===== config.mk =====
export PLATFORM = sky130hd
export DESIGN_NAME = sas_top
export DESIGN_NICKNAME = d
export VERILOG_FILES = /design/src/hw/sas_pkg.sv /design/src/hw/sas_result_mem.sv /design/src/hw/sas_sar_core.sv /design/src/hw/sas_top.sv
export SDC_FILE = /design/constraint.sdc
export NUM_CORES = 1
export LEC_CHECK = 0
export BUFFER_PORTS_ARGS = -buffer_cell sky130_fd_sc_hd__buf_2
export CELL_PAD_IN_SITES_DETAIL_PLACEMENT = 1
export CELL_PAD_IN_SITES_GLOBAL_PLACEMENT = 1
export CORE_MARGIN = 4
export CORE_UTILIZATION = 46
export CTS_BUF_LIST = sky130_fd_sc_hd__clkbuf_4 sky130_fd_sc_hd__clkbuf_8
export DETAILED_ROUTE_END_ITERATION = 6
export PLACE_DENSITY = 0.79
export SLEW_MARGIN = 30
export SYNTH_ARGS = -nofsm -noshare
export SYNTH_HDL_FRONTEND = slang
export SYNTH_HIERARCHICAL = 1
export SYNTH_SLANG_ARGS = --single-unit

===== constraint.sdc =====
create_clock -name sys_clk -period 10.1 [get_ports sys_clk]
set_clock_uncertainty 0.05 [all_clocks]
set_input_delay 1.01 -clock sys_clk [delete_from_list [all_inputs] [get_ports sys_clk]]
set_output_delay 1.01 -clock sys_clk [all_outputs]
set_load 0.02 [all_outputs]

===== src/hw/sas_pkg.sv =====
// Constants and types shared by the converter sequencer files
package sas_pkg;

    // ------------------------------------------------------------
    // Timing
    // ------------------------------------------------------------
    localparam int unsigned SYS_CLK_MHZ   = 200;
    localparam int unsigned CONV_MAX_MHZ  = 18;
    localparam int unsigned CONV_DIV      = (SYS_CLK_MHZ + CONV_MAX_MHZ - 1) / CONV_MAX_MHZ;
    localparam int unsigned CONV_MIN_CLKS = 18;
    localparam int unsigned RES_W         = 12;
    localparam int unsigned CONV_TAIL     = RES_W + 2;
    localparam int unsigned SAMP_MIN      = CONV_MIN_CLKS - CONV_TAIL;

    // ------------------------------------------------------------
    // Channels
    // ------------------------------------------------------------
    localparam int unsigned PIN_CH  = 8;
    localparam int unsigned MAX_CH  = 16;
    localparam logic [4:0]  MUX_TEMP = 5'h10;
    localparam logic [15:0] PIN_MASK = 16'h00ff;
    localparam logic [15:0] EXT_MASK = 16'hffff;

    // ------------------------------------------------------------
    // Register byte offsets and address page selects
    // ------------------------------------------------------------
    localparam logic [7:0] REG_CTRL     = 8'h00;
    localparam logic [7:0] REG_STATUS   = 8'h04;
    localparam logic [7:0] REG_INT_STAT = 8'h08;
    localparam logic [7:0] REG_INT_MASK = 8'h0c;
    localparam logic [7:0] REG_RANGE_LO = 8'h10;
    localparam logic [7:0] REG_RANGE_HI = 8'h14;
    localparam logic [7:0] REG_RANGE_CH = 8'h18;
    localparam logic [1:0] CH_CFG_PAGE  = 2'h1;
    localparam logic [1:0] RESULT_PAGE  = 2'h2;

    // ------------------------------------------------------------
    // Fields
    // ------------------------------------------------------------
    localparam int unsigned CTRL_EN     = 0;
    localparam int unsigned CTRL_START  = 1;
    localparam int unsigned CTRL_CONT   = 2;
    localparam int unsigned CTRL_MANUAL = 3;
    localparam int unsigned CTRL_MCH_LO = 4;
    localparam int unsigned CTRL_REF_LO = 8;
    localparam int unsigned CTRL_TEMP   = 10;
    localparam int unsigned CTRL_EXT    = 11;
    localparam int unsigned INT_RANGE   = 0;
    localparam int unsigned INT_EOS     = 1;
    localparam int unsigned INT_DONE    = 2;
    localparam int unsigned CFG_EN      = 0;
    localparam int unsigned CFG_SAMP_LO = 8;

    // ------------------------------------------------------------
    // Reset values and codes
    // ------------------------------------------------------------
    localparam logic [11:0] CTRL_RST     = 12'h000;
    localparam logic [7:0]  SAMP_RST     = 8'h04;
    localparam logic [11:0] RANGE_LO_RST = 12'h000;
    localparam logic [11:0] RANGE_HI_RST = 12'hfff;
    localparam logic [1:0]  REF_VDD      = 2'h0;
    localparam logic [1:0]  REF_HALF     = 2'h1;
    localparam logic [1:0]  REF_BGAP     = 2'h2;
    localparam logic [1:0]  REF_EXT      = 2'h3;

    typedef enum logic [1:0] {
        SAS_IDLE = 2'b00,
        SAS_RUN  = 2'b01
    } sas_seq_t;

    typedef enum logic [1:0] {
        SAS_C_IDLE = 2'b00,
        SAS_C_SAMP = 2'b01,
        SAS_C_CONV = 2'b11
    } sas_core_t;

endpackage


===== src/hw/sas_result_mem.sv =====
// Per-channel result store with registered read port
`timescale 1ns/1ps
module sas_result_mem (
    input  wire logic        clk,
    input  wire logic        we,
    input  wire logic [3:0]  waddr,
    input  wire logic [11:0] wdata,
    input  wire logic [3:0]  raddr,
    output logic      [11:0] rdata_q
);

    logic [11:0] mem [0:15];

    always_ff @(posedge clk) begin
        if (we) begin
            mem[waddr] <= wdata;
        end
    end

    always_ff @(posedge clk) begin
        rdata_q <= mem[raddr];
    end

endmodule


===== src/hw/sas_sar_core.sv =====
// Successive-approximation engine: sample window then twelve bit trials
`timescale 1ns/1ps
module sas_sar_core (
    input  wire logic        clk,
    input  wire logic        rst,
    input  wire logic        tick,
    input  wire logic        abort,
    input  wire logic        go,
    input  wire logic [7:0]  samp_ticks,
    input  wire logic        cmp_in,
    output logic             sample_on,
    output logic             busy,
    output logic [11:0]      dac_code,
    output logic             done_q,
    output logic             chained_q,
    output logic [11:0]      result_q
);

    sas_pkg::sas_core_t state_q;
    logic [7:0]         cnt_q;
    logic [11:0]        sar_q;
    logic [7:0]         samp_load;
    logic [3:0]         bit_idx;
    logic               last_tick;

    assign samp_load = (samp_ticks < 8'(sas_pkg::SAMP_MIN)) ?
                       8'(sas_pkg::SAMP_MIN - 1) : samp_ticks - 8'h01;
    assign bit_idx   = 4'(cnt_q - 8'h02);
    assign last_tick = tick && (state_q == sas_pkg::SAS_C_CONV) && (cnt_q == 8'h00);
    assign sample_on = (state_q == sas_pkg::SAS_C_SAMP);
    assign busy      = (state_q != sas_pkg::SAS_C_IDLE);
    assign dac_code  = sar_q;

    // ------------------------------------------------------------
    // Conversion sequence
    // ------------------------------------------------------------
    always_ff @(posedge clk or posedge rst) begin
        if (rst) begin
            state_q <= sas_pkg::SAS_C_IDLE;
            cnt_q   <= 8'h00;
            sar_q   <= 12'h000;
        end else if (abort) begin
            state_q <= sas_pkg::SAS_C_IDLE;
        end else if (tick) begin
            case (state_q)
                sas_pkg::SAS_C_IDLE: begin
                    if (go) begin
                        state_q <= sas_pkg::SAS_C_SAMP;
                        cnt_q   <= samp_load;
                    end
                end
                sas_pkg::SAS_C_SAMP: begin
                    if (cnt_q == 8'h00) begin
                        state_q <= sas_pkg::SAS_C_CONV;
                        cnt_q   <= 8'(sas_pkg::CONV_TAIL - 1);
                        sar_q   <= 12'h800;
                    end else begin
                        cnt_q <= cnt_q - 8'h01;
                    end
                end
                sas_pkg::SAS_C_CONV: begin
                    if (cnt_q >= 8'h02) begin
                        // Keep the trial bit only if the input is at or above the DAC level
                        sar_q[bit_idx] <= cmp_in;
                        if (bit_idx != 4'h0) begin
                            sar_q[bit_idx - 4'h1] <= 1'b1;
                        end
                    end
                    if (cnt_q == 8'h00) begin
                        // Chain straight into the next sample window, no idle tick
                        state_q <= go ? sas_pkg::SAS_C_SAMP : sas_pkg::SAS_C_IDLE;
                        cnt_q   <= samp_load;
                    end else begin
                        cnt_q <= cnt_q - 8'h01;
                    end
                end
                default: state_q <= sas_pkg::SAS_C_IDLE;
            endcase
        end
    end

    always_ff @(posedge clk or posedge rst) begin
        if (rst) begin
            done_q    <= 1'b0;
            chained_q <= 1'b0;
            result_q  <= 12'h000;
        end else begin
            done_q <= last_tick && !abort;
            if (last_tick) begin
                chained_q <= go;
                result_q  <= sar_q;
            end
        end
    end

endmodule


===== src/hw/sas_top.sv =====
// Converter channel sequencer with Avalon-MM register slave
// Function
// [RULE1] Twelve-bit result, at least eighteen converter clocks, converter clock at most 18 MHz.
// [RULE2] Next channel's sampling starts straight after the previous conversion, no idle.
// [RULE3] Eight pin channels, extendable to sixteen by a control bit. Manual mode here selects any of the sixteen without the bit.
// [RULE4] A started scan converts every enabled channel in turn unaided.
// [RULE5] Channel chosen by the sequencer or directly by firmware.
// [RULE6] Each channel keeps its own result register.
// [RULE7] Sample window programmable per channel and applied when that channel samples.
// [RULE8] Each result is checked against low and high bounds; outside raises interrupt.
// [RULE9] Out-of-range flag rises as the offending conversion completes.
// [RULE10] Reference select: supply, half supply, bandgap or external pin.
// [RULE11] Temperature sensor selectable as a converter input.
// [RULE12] No conversions while a low-power retention state is active.
// [RULE13] Out-of-range flag sticky until software clears it; maskable.
// [RULE14] End-of-scan event once the last enabled channel's result is stored.
//
// Decided for this implementation: the address map and the Avalon-MM interface to the registers.
`timescale 1ns/1ps
module sas_top (
    input  wire logic        sys_clk,
    input  wire logic        sys_rst,
    input  wire logic [7:0]  avs_address,
    input  wire logic        avs_read,
    input  wire logic        avs_write,
    input  wire logic [31:0] avs_writedata,
    output logic      [31:0] avs_readdata,
    output logic             avs_waitrequest,
    output logic             irq,
    input  wire logic        lowpower,
    input  wire logic        cmp_in,
    output logic      [4:0]  mux_sel,
    output logic      [1:0]  ref_sel,
    output logic             sample_on,
    output logic      [11:0] dac_code
);

    // ------------------------------------------------------------
    // Declarations
    // ------------------------------------------------------------
    sas_pkg::sas_seq_t seq_q;
    logic [11:0]       ctrl_q;
    logic [2:0]        int_stat_q;
    logic [2:0]        int_mask_q;
    logic [11:0]       range_lo_q;
    logic [11:0]       range_hi_q;
    logic [15:0]       range_ch_q;
    logic [15:0]       cfg_en_q;
    logic [7:0]        cfg_samp_q [0:15];
    logic [3:0]        cur_ch_q;
    logic [4:0]        mux_sel_q;
    logic [3:0]        div_q;
    logic              tick_q;
    logic [1:0]        rd_stage_q;
    logic [31:0]       readdata_q;
    logic [31:0]       rd_word;
    logic              wr_ctrl;
    logic              start_req;
    logic              run_ok;
    logic [15:0]       scan_en;
    logic [4:0]        first_ch;
    logic [4:0]        next_ch;
    logic [4:0]        cont_ch;
    logic              has_next;
    logic              core_go;
    logic [3:0]        samp_ch;
    logic              core_busy;
    logic              done;
    logic              chained;
    logic [11:0]       result;
    logic              out_range;
    logic [11:0]       mem_rdata;
    logic [2:0]        int_set;
    logic [2:0]        int_clr;

    // Lowest enabled channel at or above 'from'; bit 4 set means none
    function automatic logic [4:0] sas_find(input logic [4:0] from, input logic [15:0] en);
        logic [4:0] res;
        res = 5'h10;
        for (int i = 15; i >= 0; i--) begin
            if ((5'(i) >= from) && en[i]) begin
                res = 5'(i);
            end
        end
        return res;
    endfunction

    // ------------------------------------------------------------
    // Bus decode
    // ------------------------------------------------------------
    assign avs_waitrequest = avs_read && (rd_stage_q != 2'h2);
    assign avs_readdata    = readdata_q;
    assign wr_ctrl         = avs_write && (avs_address == sas_pkg::REG_CTRL);
    // [RULE12] Blocked in low power
    assign run_ok          = ctrl_q[sas_pkg::CTRL_EN] && !lowpower;
    assign start_req       = wr_ctrl && avs_writedata[sas_pkg::CTRL_START] && run_ok;

    always_ff @(posedge sys_clk or posedge sys_rst) begin
        if (sys_rst) begin
            rd_stage_q <= 2'h0;
            readdata_q <= 32'h0000_0000;
        end else if (avs_read) begin
            rd_stage_q <= (rd_stage_q == 2'h2) ? 2'h0 : rd_stage_q + 2'h1;
            if (rd_stage_q == 2'h1) begin
                readdata_q <= rd_word;
            end
        end else begin
            rd_stage_q <= 2'h0;
        end
    end

    always_comb begin
        rd_word = 32'h0000_0000;
        if (avs_address[7:6] == sas_pkg::RESULT_PAGE) begin
            rd_word = {20'h00000, mem_rdata};
        end else if (avs_address[7:6] == sas_pkg::CH_CFG_PAGE) begin
            rd_word = {16'h0000, cfg_samp_q[avs_address[5:2]], 7'h00,
                       cfg_en_q[avs_address[5:2]]};
        end else begin
            case (avs_address)
                sas_pkg::REG_CTRL:     rd_word = {20'h00000, ctrl_q};
                sas_pkg::REG_STATUS:   rd_word = {24'h000000, cur_ch_q, 1'b0, sample_on,
                                                  lowpower, seq_q == sas_pkg::SAS_RUN};
                sas_pkg::REG_INT_STAT: rd_word = {29'h00000000, int_stat_q};
                sas_pkg::REG_INT_MASK: rd_word = {29'h00000000, int_mask_q};
                sas_pkg::REG_RANGE_LO: rd_word = {20'h00000, range_lo_q};
                sas_pkg::REG_RANGE_HI: rd_word = {20'h00000, range_hi_q};
                sas_pkg::REG_RANGE_CH: rd_word = {16'h0000, range_ch_q};
                default:               rd_word = 32'h0000_0000;
            endcase
        end
    end

    // ------------------------------------------------------------
    // Configuration registers
    // ------------------------------------------------------------
    always_ff @(posedge sys_clk or posedge sys_rst) begin
        if (sys_rst) begin
            ctrl_q     <= sas_pkg::CTRL_RST;
            int_mask_q <= 3'h0;
            range_lo_q <= sas_pkg::RANGE_LO_RST;
            range_hi_q <= sas_pkg::RANGE_HI_RST;
        end else if (avs_write) begin
            case (avs_address)
                // Start is a one-shot and is never stored
                sas_pkg::REG_CTRL:     ctrl_q <= avs_writedata[11:0] & 12'hffd;
                // [RULE13] Interrupt mask
                sas_pkg::REG_INT_MASK: int_mask_q <= avs_writedata[2:0];
                // [RULE8] Bound registers
                sas_pkg::REG_RANGE_LO: range_lo_q <= avs_writedata[11:0];
                sas_pkg::REG_RANGE_HI: range_hi_q <= avs_writedata[11:0];
                default:               ctrl_q <= ctrl_q;
            endcase
        end
    end

    // [RULE7] Per-channel sample window
    for (genvar g = 0; g < sas_pkg::MAX_CH; g++) begin : g_ch
        always_ff @(posedge sys_clk or posedge sys_rst) begin
            if (sys_rst) begin
                cfg_en_q[g]   <= 1'b0;
                cfg_samp_q[g] <= sas_pkg::SAMP_RST;
            end else if (avs_write && (avs_address[7:6] == sas_pkg::CH_CFG_PAGE) &&
                         (avs_address[5:2] == 4'(g))) begin
                cfg_en_q[g]   <= avs_writedata[sas_pkg::CFG_EN];
                cfg_samp_q[g] <= avs_writedata[sas_pkg::CFG_SAMP_LO +: 8];
            end
        end
        // [RULE9] Per-channel out-of-range flag, set wins over clear
        always_ff @(posedge sys_clk or posedge sys_rst) begin
            if (sys_rst) begin
                range_ch_q[g] <= 1'b0;
            end else if (done && out_range && (cur_ch_q == 4'(g))) begin
                range_ch_q[g] <= 1'b1;
            end else if (avs_write && (avs_address == sas_pkg::REG_RANGE_CH) &&
                         avs_writedata[g]) begin
                range_ch_q[g] <= 1'b0;
            end
        end
    end

    // ------------------------------------------------------------
    // Converter clock
    // ------------------------------------------------------------
    // [RULE1] Tick rate kept at or under the converter clock limit
    always_ff @(posedge sys_clk or posedge sys_rst) begin
        if (sys_rst) begin
            div_q  <= 4'h0;
            tick_q <= 1'b0;
        end else if (!run_ok) begin
            div_q  <= 4'h0;
            tick_q <= 1'b0;
        end else begin
            div_q  <= (div_q == 4'(sas_pkg::CONV_DIV - 1)) ? 4'h0 : div_q + 4'h1;
            tick_q <= (div_q == 4'(sas_pkg::CONV_DIV - 1));
        end
    end

    // ------------------------------------------------------------
    // Sequencer
    // ------------------------------------------------------------
    // [RULE5] Manual mode converts the firmware-chosen channel only
    // [RULE3] Extension bit opens channels eight to fifteen to the scan; manual mode reaches them without it
    assign scan_en  = ctrl_q[sas_pkg::CTRL_MANUAL] ?
                      (16'h0001 << ctrl_q[sas_pkg::CTRL_MCH_LO +: 4]) :
                      (cfg_en_q & (ctrl_q[sas_pkg::CTRL_EXT] ? sas_pkg::EXT_MASK :
                                                             sas_pkg::PIN_MASK));
    assign first_ch = sas_find(5'h00, scan_en);
    assign next_ch  = sas_find({1'b0, cur_ch_q} + 5'h01, scan_en);
    assign cont_ch  = next_ch[4] ? first_ch : next_ch;
    assign has_next = !next_ch[4] ||
                      (ctrl_q[sas_pkg::CTRL_CONT] && !ctrl_q[sas_pkg::CTRL_MANUAL] &&
                       !first_ch[4]);
    // [RULE2] Next channel is offered during the last bit so sampling chains on
    assign core_go  = (seq_q == sas_pkg::SAS_RUN) && (!core_busy || has_next);
    assign samp_ch  = core_busy ? cont_ch[3:0] : cur_ch_q;

    // [RULE4] Autonomous stepping through the enabled set
    always_ff @(posedge sys_clk or posedge sys_rst) begin
        if (sys_rst) begin
            seq_q    <= sas_pkg::SAS_IDLE;
            cur_ch_q <= 4'h0;
        end else if (!run_ok) begin
            seq_q <= sas_pkg::SAS_IDLE;
        end else begin
            case (seq_q)
                sas_pkg::SAS_IDLE: begin
                    if (start_req && !first_ch[4]) begin
                        seq_q    <= sas_pkg::SAS_RUN;
                        cur_ch_q <= first_ch[3:0];
                    end
                end
                sas_pkg::SAS_RUN: begin
                    if (done) begin
                        cur_ch_q <= cont_ch[3:0];
                        if (!chained) begin
                            seq_q <= sas_pkg::SAS_IDLE;
                        end
                    end
                end
                default: seq_q <= sas_pkg::SAS_IDLE;
            endcase
        end
    end

    // [RULE11] Top slot may be routed to the temperature sensor
    always_ff @(posedge sys_clk or posedge sys_rst) begin
        if (sys_rst) begin
            mux_sel_q <= 5'h00;
        end else if (ctrl_q[sas_pkg::CTRL_TEMP] && (cur_ch_q == 4'hf)) begin
            mux_sel_q <= sas_pkg::MUX_TEMP;
        end else begin
            // Follows the channel in conversion; only the window length looks ahead
            mux_sel_q <= {1'b0, cur_ch_q};
        end
    end

    assign mux_sel = mux_sel_q;
    // [RULE10] Reference choice driven straight from control
    assign ref_sel = ctrl_q[sas_pkg::CTRL_REF_LO +: 2];

    // ------------------------------------------------------------
    // Converter and result store
    // ------------------------------------------------------------
    sas_sar_core u_core (
        .clk        (sys_clk),
        .rst        (sys_rst),
        .tick       (tick_q),
        .abort      (!run_ok),
        .go         (core_go),
        .samp_ticks (cfg_samp_q[samp_ch]),
        .cmp_in     (cmp_in),
        .sample_on  (sample_on),
        .busy       (core_busy),
        .dac_code   (dac_code),
        .done_q     (done),
        .chained_q  (chained),
        .result_q   (result)
    );

    // [RULE6] One result slot per channel
    sas_result_mem u_mem (
        .clk     (sys_clk),
        .we      (done),
        .waddr   (cur_ch_q),
        .wdata   (result),
        .raddr   (avs_address[5:2]),
        .rdata_q (mem_rdata)
    );

    // [RULE8] Window compare on each fresh result
    assign out_range = (result < range_lo_q) || (result > range_hi_q);

    // ------------------------------------------------------------
    // Interrupts
    // ------------------------------------------------------------
    // [RULE14] End of scan on the last enabled channel's store
    assign int_set = {done, done && next_ch[4], done && out_range};
    assign int_clr = (avs_write && (avs_address == sas_pkg::REG_INT_STAT)) ?
                     avs_writedata[2:0] : 3'h0;

    // [RULE13] Sticky until written with one; a new event wins
    always_ff @(posedge sys_clk or posedge sys_rst) begin
        if (sys_rst) begin
            int_stat_q <= 3'h0;
        end else begin
            int_stat_q <= int_set | (int_stat_q & ~int_clr);
        end
    end

    assign irq = |(int_stat_q & int_mask_q);

endmodule


Yosys cells after proc, flatten, opt, wreduce, memory -nomap -nowiden:

Memories as Yosys holds them, arrays and structs flattened. A register that Yosys moved wholly into a read port is not among the register bits.
Cells that the tools add are included.

* shifts and indexed selects: 1
* $add $sub $neg: 7
* bitwise gates (word level): 8
* muxes and demuxes: 117
* order comparisons: 27
* equality and inequality tests: 57
* reduce and logical (&&, ||, !) cells: 130

Operator list (count)
* 5-bit two-way mux: 33
* 16-bit case mux with 7 select lines: 1
* 1-bit logical AND: 84
* 4-bit == test, second input constant: 17
* 8-bit binary-select mux with 4-bit select: 2
* 32-bit two-way mux: 2
* 8-bit two-way mux: 8
* 4-bit by 5-bit >= comparator with 1-bit output, first input constant: 8
* 1-bit two-way mux: 39
* 2-bit nonzero test: 19
* 12-bit two-way mux: 3
* 4-bit by 3-bit == test with 1-bit output, second input constant: 8
* 16-bit two-way mux: 2
* 8-bit by 5-bit == test with 1-bit output, second input constant: 3
* 4-bit two-way mux: 6
* 12-bit case mux with 2 select lines: 1
* 8-bit case mux with 3 select lines: 1
* 2-bit two-way mux: 11
* 3-bit by 5-bit >= comparator with 1-bit output, first input constant: 4
* 16-bit bitwise AND: 1
* 4-bit by 2-bit == test with 1-bit output, second input constant: 4
* 8-bit by 4-bit == test with 1-bit output, second input constant: 2
* 8-bit logical NOT: 2
* 1-bit by 4-bit left shift with 16-bit output, first input constant: 1
* other kinds (46): 85

* register bits after elaboration: 287
* memory bits (writable): 192
* input port bits: 46
* memories: 1
* output and inout port bits: 54

Memories
* u_mem.mem: depth 16, width 12, rd ports 1, clocked after Yosys merged registers in 1, wr ports 1, line sas_result_mem.sv:12 `logic [11:0] mem [0:15];`

Longest topological paths before layout:

* depth after elaboration: 30
* gate-level depth with buffers: 23
* mapped depth without buffers: 18

By module:

Netlist, hierarchy kept.

By module, submodules not included
* sas_top: area an instance 13555.5 µm², cells each 1122, times used 1
* sas_result_mem: area an instance 7599.8 µm², cells each 329, times used 1
* sas_sar_core: area an instance 2404.8 µm², cells each 245, times used 1

Worst setup path after synthesis:

No wires, ideal clock.

* kind: reg-to-reg
* start: register cur_ch_q[1]
* end: register u_core.cnt_q[7]
* required time: 9.924 ns
* cell stages (with the launch flop): 20
* arrival time: 4.983 ns
* slack: 4.941 ns
* clock period less this slack: 5.159 ns
* path through: dfrtp_1 -> clkbuf_1 -> inv_1 -> ha_1 -> nor3b_1 -> nor2_1 -> o21a_1 -> or4_4 -> nor3_4 -> and2b_2 -> a21oi_2 -> a21oi_4 -> buf_6 -> mux4_2 -> a22oi_1 -> nand2_1 -> nor4_1 -> nand2_1 -> and4_1 -> a311o_1

* longest elaborated chain between the ends: 29
* elaborated cells between the ends (all ways): 67
* those cells by class: 2 x add/sub; 17 x order compare; 1 x eq/ne; 25 x mux; 1 x bitwise; 21 x reduce/logical

RTL lines
* start: declaration: line sas_top.sv:50 `logic [3:0] cur_ch_q;`
* start signal: assignment: line sas_top.sv:230 `cur_ch_q <= first_ch[3:0];`
* start signal: assignment: line sas_top.sv:235 `cur_ch_q <= cont_ch[3:0];`
* 4-bit by 1-bit adder with 5-bit output: line sas_top.sv:209 `assign next_ch = sas_find({1'b0, cur_ch_q} + 5'h01, scan_en);`
* 4-bit by 5-bit >= comparator with 1-bit output: line sas_top.sv:81 `if ((5'(i) >= from) && en[i]) begin`
* 1-bit logical AND: line sas_top.sv:81
* 5-bit two-way mux (16 in a row): line sas_top.sv:81
* 4-bit two-way mux: line sas_top.sv:210 `assign cont_ch = next_ch[4] ? first_ch : next_ch;`
* 4-bit two-way mux: line sas_top.sv:216 `assign samp_ch = core_busy ? cont_ch[3:0] : cur_ch_q;`
* 4-bit inverter with 5-bit output (implied by the code): line sas_top.sv:271 `.samp_ticks (cfg_samp_q[samp_ch]),`
* 8-bit binary-select mux with 4-bit select: line sas_top.sv:271
* 8-bit two-way mux (implied by the code) (2 in a row): line sas_top.sv:271
* 8-bit by 1-bit subtractor with 8-bit output / 8-bit by 3-bit less-than comparator with 1-bit output (equally long branches): line sas_sar_core.sv:27, sas_sar_core.sv:26
* 8-bit two-way mux: line sas_sar_core.sv:26 `assign samp_load = (samp_ticks < 8'(sas_pkg::SAMP_MIN)) ?`
* 8-bit two-way mux, on equally long branches: line sas_sar_core.sv:69, sas_sar_core.sv:47
* 8-bit case mux with 3 select lines: line sas_sar_core.sv:45 `case (state_q)`
* end signal: assignment: line sas_sar_core.sv:49 `cnt_q <= samp_load;`
* end signal: assignment: line sas_sar_core.sv:72 `cnt_q <= samp_load;`
* end signal: assignment: line sas_sar_core.sv:74 `cnt_q <= cnt_q - 8'h01;`
* end: declaration: line sas_sar_core.sv:20 `logic [7:0] cnt_q;`

Several ways; a longest one is shown, not always the timed one. The select of a mux whose other input is x is not followed.
A chain may end at the register's enable or synchronous reset.

Worst setup path in the final report:

Ends and elaborated chain as after synthesis.

==> results by group <==
Pwr
  – PwrDens: 171.7 mW/mm^2
  – Peak supply drop: 0.08705 mV
  – LEAKAGE: 10.18 nW

Worst setup path
  – Crit-path cells: inv_1 -> ha_1 -> nor3b_1 -> nor2_1 -> o21a_1 -> or4_4 -> nor3_4 -> and2b_2 -> a21oi_2 -> a21oi_4 -> buf_4 -> mux4_1 -> a22oi_1 -> nand2_1 -> nor4_1 -> nand2_1 -> and4_1 -> a311o_1
  – Critical Path AT: 7.27 ns
  – CP startpoint kind: flip-flop
  – CP max stage delay: 0.92 ns
  – Kind of end point of the critical path: flip-flop
  – CP delay by family, top: simple AND/OR/NAND/NOR gates
  – WP data required: 10.57 ns
  – Worst setup path class: flip-flop to flip-flop
  – Crit path max fanout: 32
  – Critical path's slowest cell: dfrtp_1
  – Flop-to-flop setup slack: 3.30 ns
  – CP dominant cell by count: nand2_1
  – Crit path buf inv count: 2

STA
  – # setup viols final: 0
  – Setup ws final: 3.301 ns
  – Crit share post-route: 67.32%
  – Setup TNS: 0 ns
  – RSZ-0062 raised after global routing: no
  – Final hold vios: 0
  – Final Max Tran Viols: 0
  – Min Tclk post-route: 6.799 ns
  – Max_slew headroom: 39.72%
  – Fmax: 147.1 MHz
  – Worst-margin pin slew: 0.9009 ns

CTS
  – # hold bufs at CTS: 0
  – Postcts setup bufs: 0
  – Post-CTS resize count: 0
  – Clock sink count: 474
  – Total CTS buffers: 81
  – H-tree levels: 3
  – CTS tree: built
  – CTS clk-pin slew, worst paths: 0.06 ns
  – Clock Latency Late Sink: 0.68 ns
  – Root buffer cell: clkbuf_8
  – CTS max path bufs: 3

Global route
  – First-pass GRT wire length: 104800 um
  – Vias in the first global route: 16980
  – Largest net degree at the start of global routing: 96
  – Total track usage: 25.49%
  – GRT overflow: 0
  – Initial antenna violation count: 1

Placement
  – RePlAce Congestion: 0.8456
  – DP Wirelength: 45900 um
  – PortBufs: 67
  – Setup WS pre-CTS: 3.302 ns

Synth
  – Post-synthesis cell area: 0.02356 mm^2
  – Register bit total from synthesis: 474
  – Register area share after synthesis: 54.32%
  – Synth cell count leaders: dfrtp_1 (242), edfxtp_1 (192), mux2_2 (190), nand2_1 (114), mux4_2 (98)
  – Post-synth EDFFs: 192
  – Synth Instances: 1696
  – Yosys warning total: 6
  – Mapped Avg Cell Area: 13.89 um^2
  – Top_reg_cell synth: dfrtp_1
  – Synth top area share: 25.70%
  – Ys async rst share: 56.96%
  – Synth top area cells: dfrtp_1 (26%), edfxtp_1 (24%), mux4_2 (9.4%)
  – Largest area contributor in the synthesized netlist: dfrtp_1
  – Cell variety after synth: 92
  – Most frequent cell after synthesis: dfrtp_1

Cells and area
  – Fin nets: 1889
  – Ratio of cells with drive above 1 in the final layout: 32.98%
  – Fillers: 5009
  – Util after Layout: 52.29%
  – Synth-to-layout area growth: 11.81%
  – Inserted Diodes: 0

Route
  – Drt wl/cell: 27.26 um
  – Top Metal Used: met5
  – Residual DRC: 0
  – Via count: 15800
  – Met3 wire length: 4194 um
  – Detailed Route Iter0 Violations: 1240
  – Metal2 WL: 34820 um
  – Antenna violation net count after detailed routing: 0
  – Vias per std cell: 6.219
  – Detailed Route WL: 69240 um
  – WL met1: 26840 um
  – Drt first pass iters: 5

Floorplanning
  – Row count: 82
  – Initial core utilization: 46.77%
  – Die footprint: 0.05490 mm^2
  – Die Y: 234.3 um
  – Core Box Area: 0.05038 mm^2
  – Ports: 100
  – Die width: 234.3 um

Hold path
  – Worst min path class: flip-flop to flip-flop

Run status
  – Status: complete, no violations

Job
  – Max Cap Viol: 0
==> metal layers <==
layer | track usage [%] | vias to the layer above
li1 | - | 6782
met1 | 31.12 | 8263
met2 | 43.47 | 574
met3 | 5.539 | 176
met4 | 11.85 | 2
met5 | 0 | -
==> cells in the final DEF, fill, tap and decap left out, types with 16 or more instances in the layout <==
cell type / instances
dfrtp_1: 241
edfxtp_1: 192
mux2_2: 190
nand2_1: 114
mux4_2: 98
clkbuf_8: 91
nor2_1: 90
buf_2: 65
a22oi_1: 54
buf_4: 54
inv_1: 46
o21ai_0: 42
a21oi_1: 40
ha_1: 40
dfstp_2: 28
mux4_1: 27
nor2b_1: 25
clkbuf_4: 25
nand2b_1: 23
nand4_1: 19
o31ai_1: 19
a31oi_1: 19
a221oi_1: 17
conb_1: 16
==> where the power goes <==
| part | total, mW | internal, mW | switching [mW] | leakage, nW |
|---|---|---|---|---|
| clock network | 1.82 | 1.00 | 0.811 | 0.899 |
| logic | 0.508 | 0.230 | 0.278 | 4.45 |
| registers | 2.20 | 2.11 | 0.0889 | 4.84 |
| total | 4.52 | 3.34 | 1.18 | 10.2 |
==> kinds of logic (layout without fill, tap and decap cells) <==
family	count (synthesis)	count (layout)	synth area share [%]
AO/OA/AOI/OAI	298	298	9.081
AND/OR/NAND/NOR	378	378	8.125
other	1	16	0.01592
multiplexers	335	335	22.50
adder cells (fa/ha/maj)	40	40	2.124
XOR/XNOR	10	10	0.3717
buffers and inverters	160	317	3.463
flip-flops	474	474	54.32
==> final timing paths <==
| path | endpoint | cells past startpoint | startpoint |
|---|---|---|---|
| min in group asynchronous | div_q[2] | 2 | sys_rst |
| max in group asynchronous | cfg_en_q[3] | 3 | sys_rst |
| worst min-delay path | rd_stage_q[0] | 1 | rd_stage_q[1] |
| worst min register to register | rd_stage_q[0] | 1 | rd_stage_q[1] |
| worst max-delay path | u_core/cnt_q[7] | 18 | cur_ch_q[1] |
| worst max register to register | u_core/cnt_q[7] | 18 | cur_ch_q[1] |
==> registers in the layout (all words and copies together) (netlist names), 2 cells and up <==
| register | cells |
|---|---|
| int_stat_q | 3 |
| u_core/cnt_q | 8 |
| cfg_samp_q | 128 |
| cur_ch_q | 4 |
| ctrl_q | 11 |
| div_q | 4 |
| range_ch_q | 16 |
| int_mask_q | 3 |
| mux_sel | 5 |
| avs_readdata | 16 |
| cfg_en_q | 16 |
| range_hi_q | 12 |
| u_core/dac_code | 12 |
| u_mem/mem | 192 |
| u_core/state_q | 2 |
| u_mem/rdata_q | 12 |
| u_core/result_q | 12 |
| range_lo_q | 12 |
| rd_stage_q | 2 |
==> through the flow <==
| stage | power [mW] | area (um^2) | hold slack, ns | instances |
|---|---|---|---|---|
| finish | 4.522 | 26340 | 0.4004 | 2540 |
| CTS | 4.565 | 26330 | 0.4047 | 2540 |
| global placement | 2.704 | 24610 | 0.3790 | 2392 |
| detailed placement | 2.738 | 24630 | 0.3952 | 2392 |
| global route | 4.714 | 26340 | 0.4161 | 2540 |
| floorplan | 2.569 | 23620 | 0.3672 | 1711 |
==> area by class of cell <==
cell class | count | area (um^2) | area share (%)
Sequential cell | 474 | 12800 | 48.59
Multi-Input combinational cell | 1077 | 10060 | 38.20
Clock buffer | 116 | 1440 | 5.467
Tap cell | 672 | 840.8 | 3.192
Timing Repair Buffer | 121 | 753.2 | 2.859
Clock inverter | 32 | 257.7 | 0.9785
Inverter | 48 | 187.7 | 0.7125
Power figures use the tool's default switching activity.
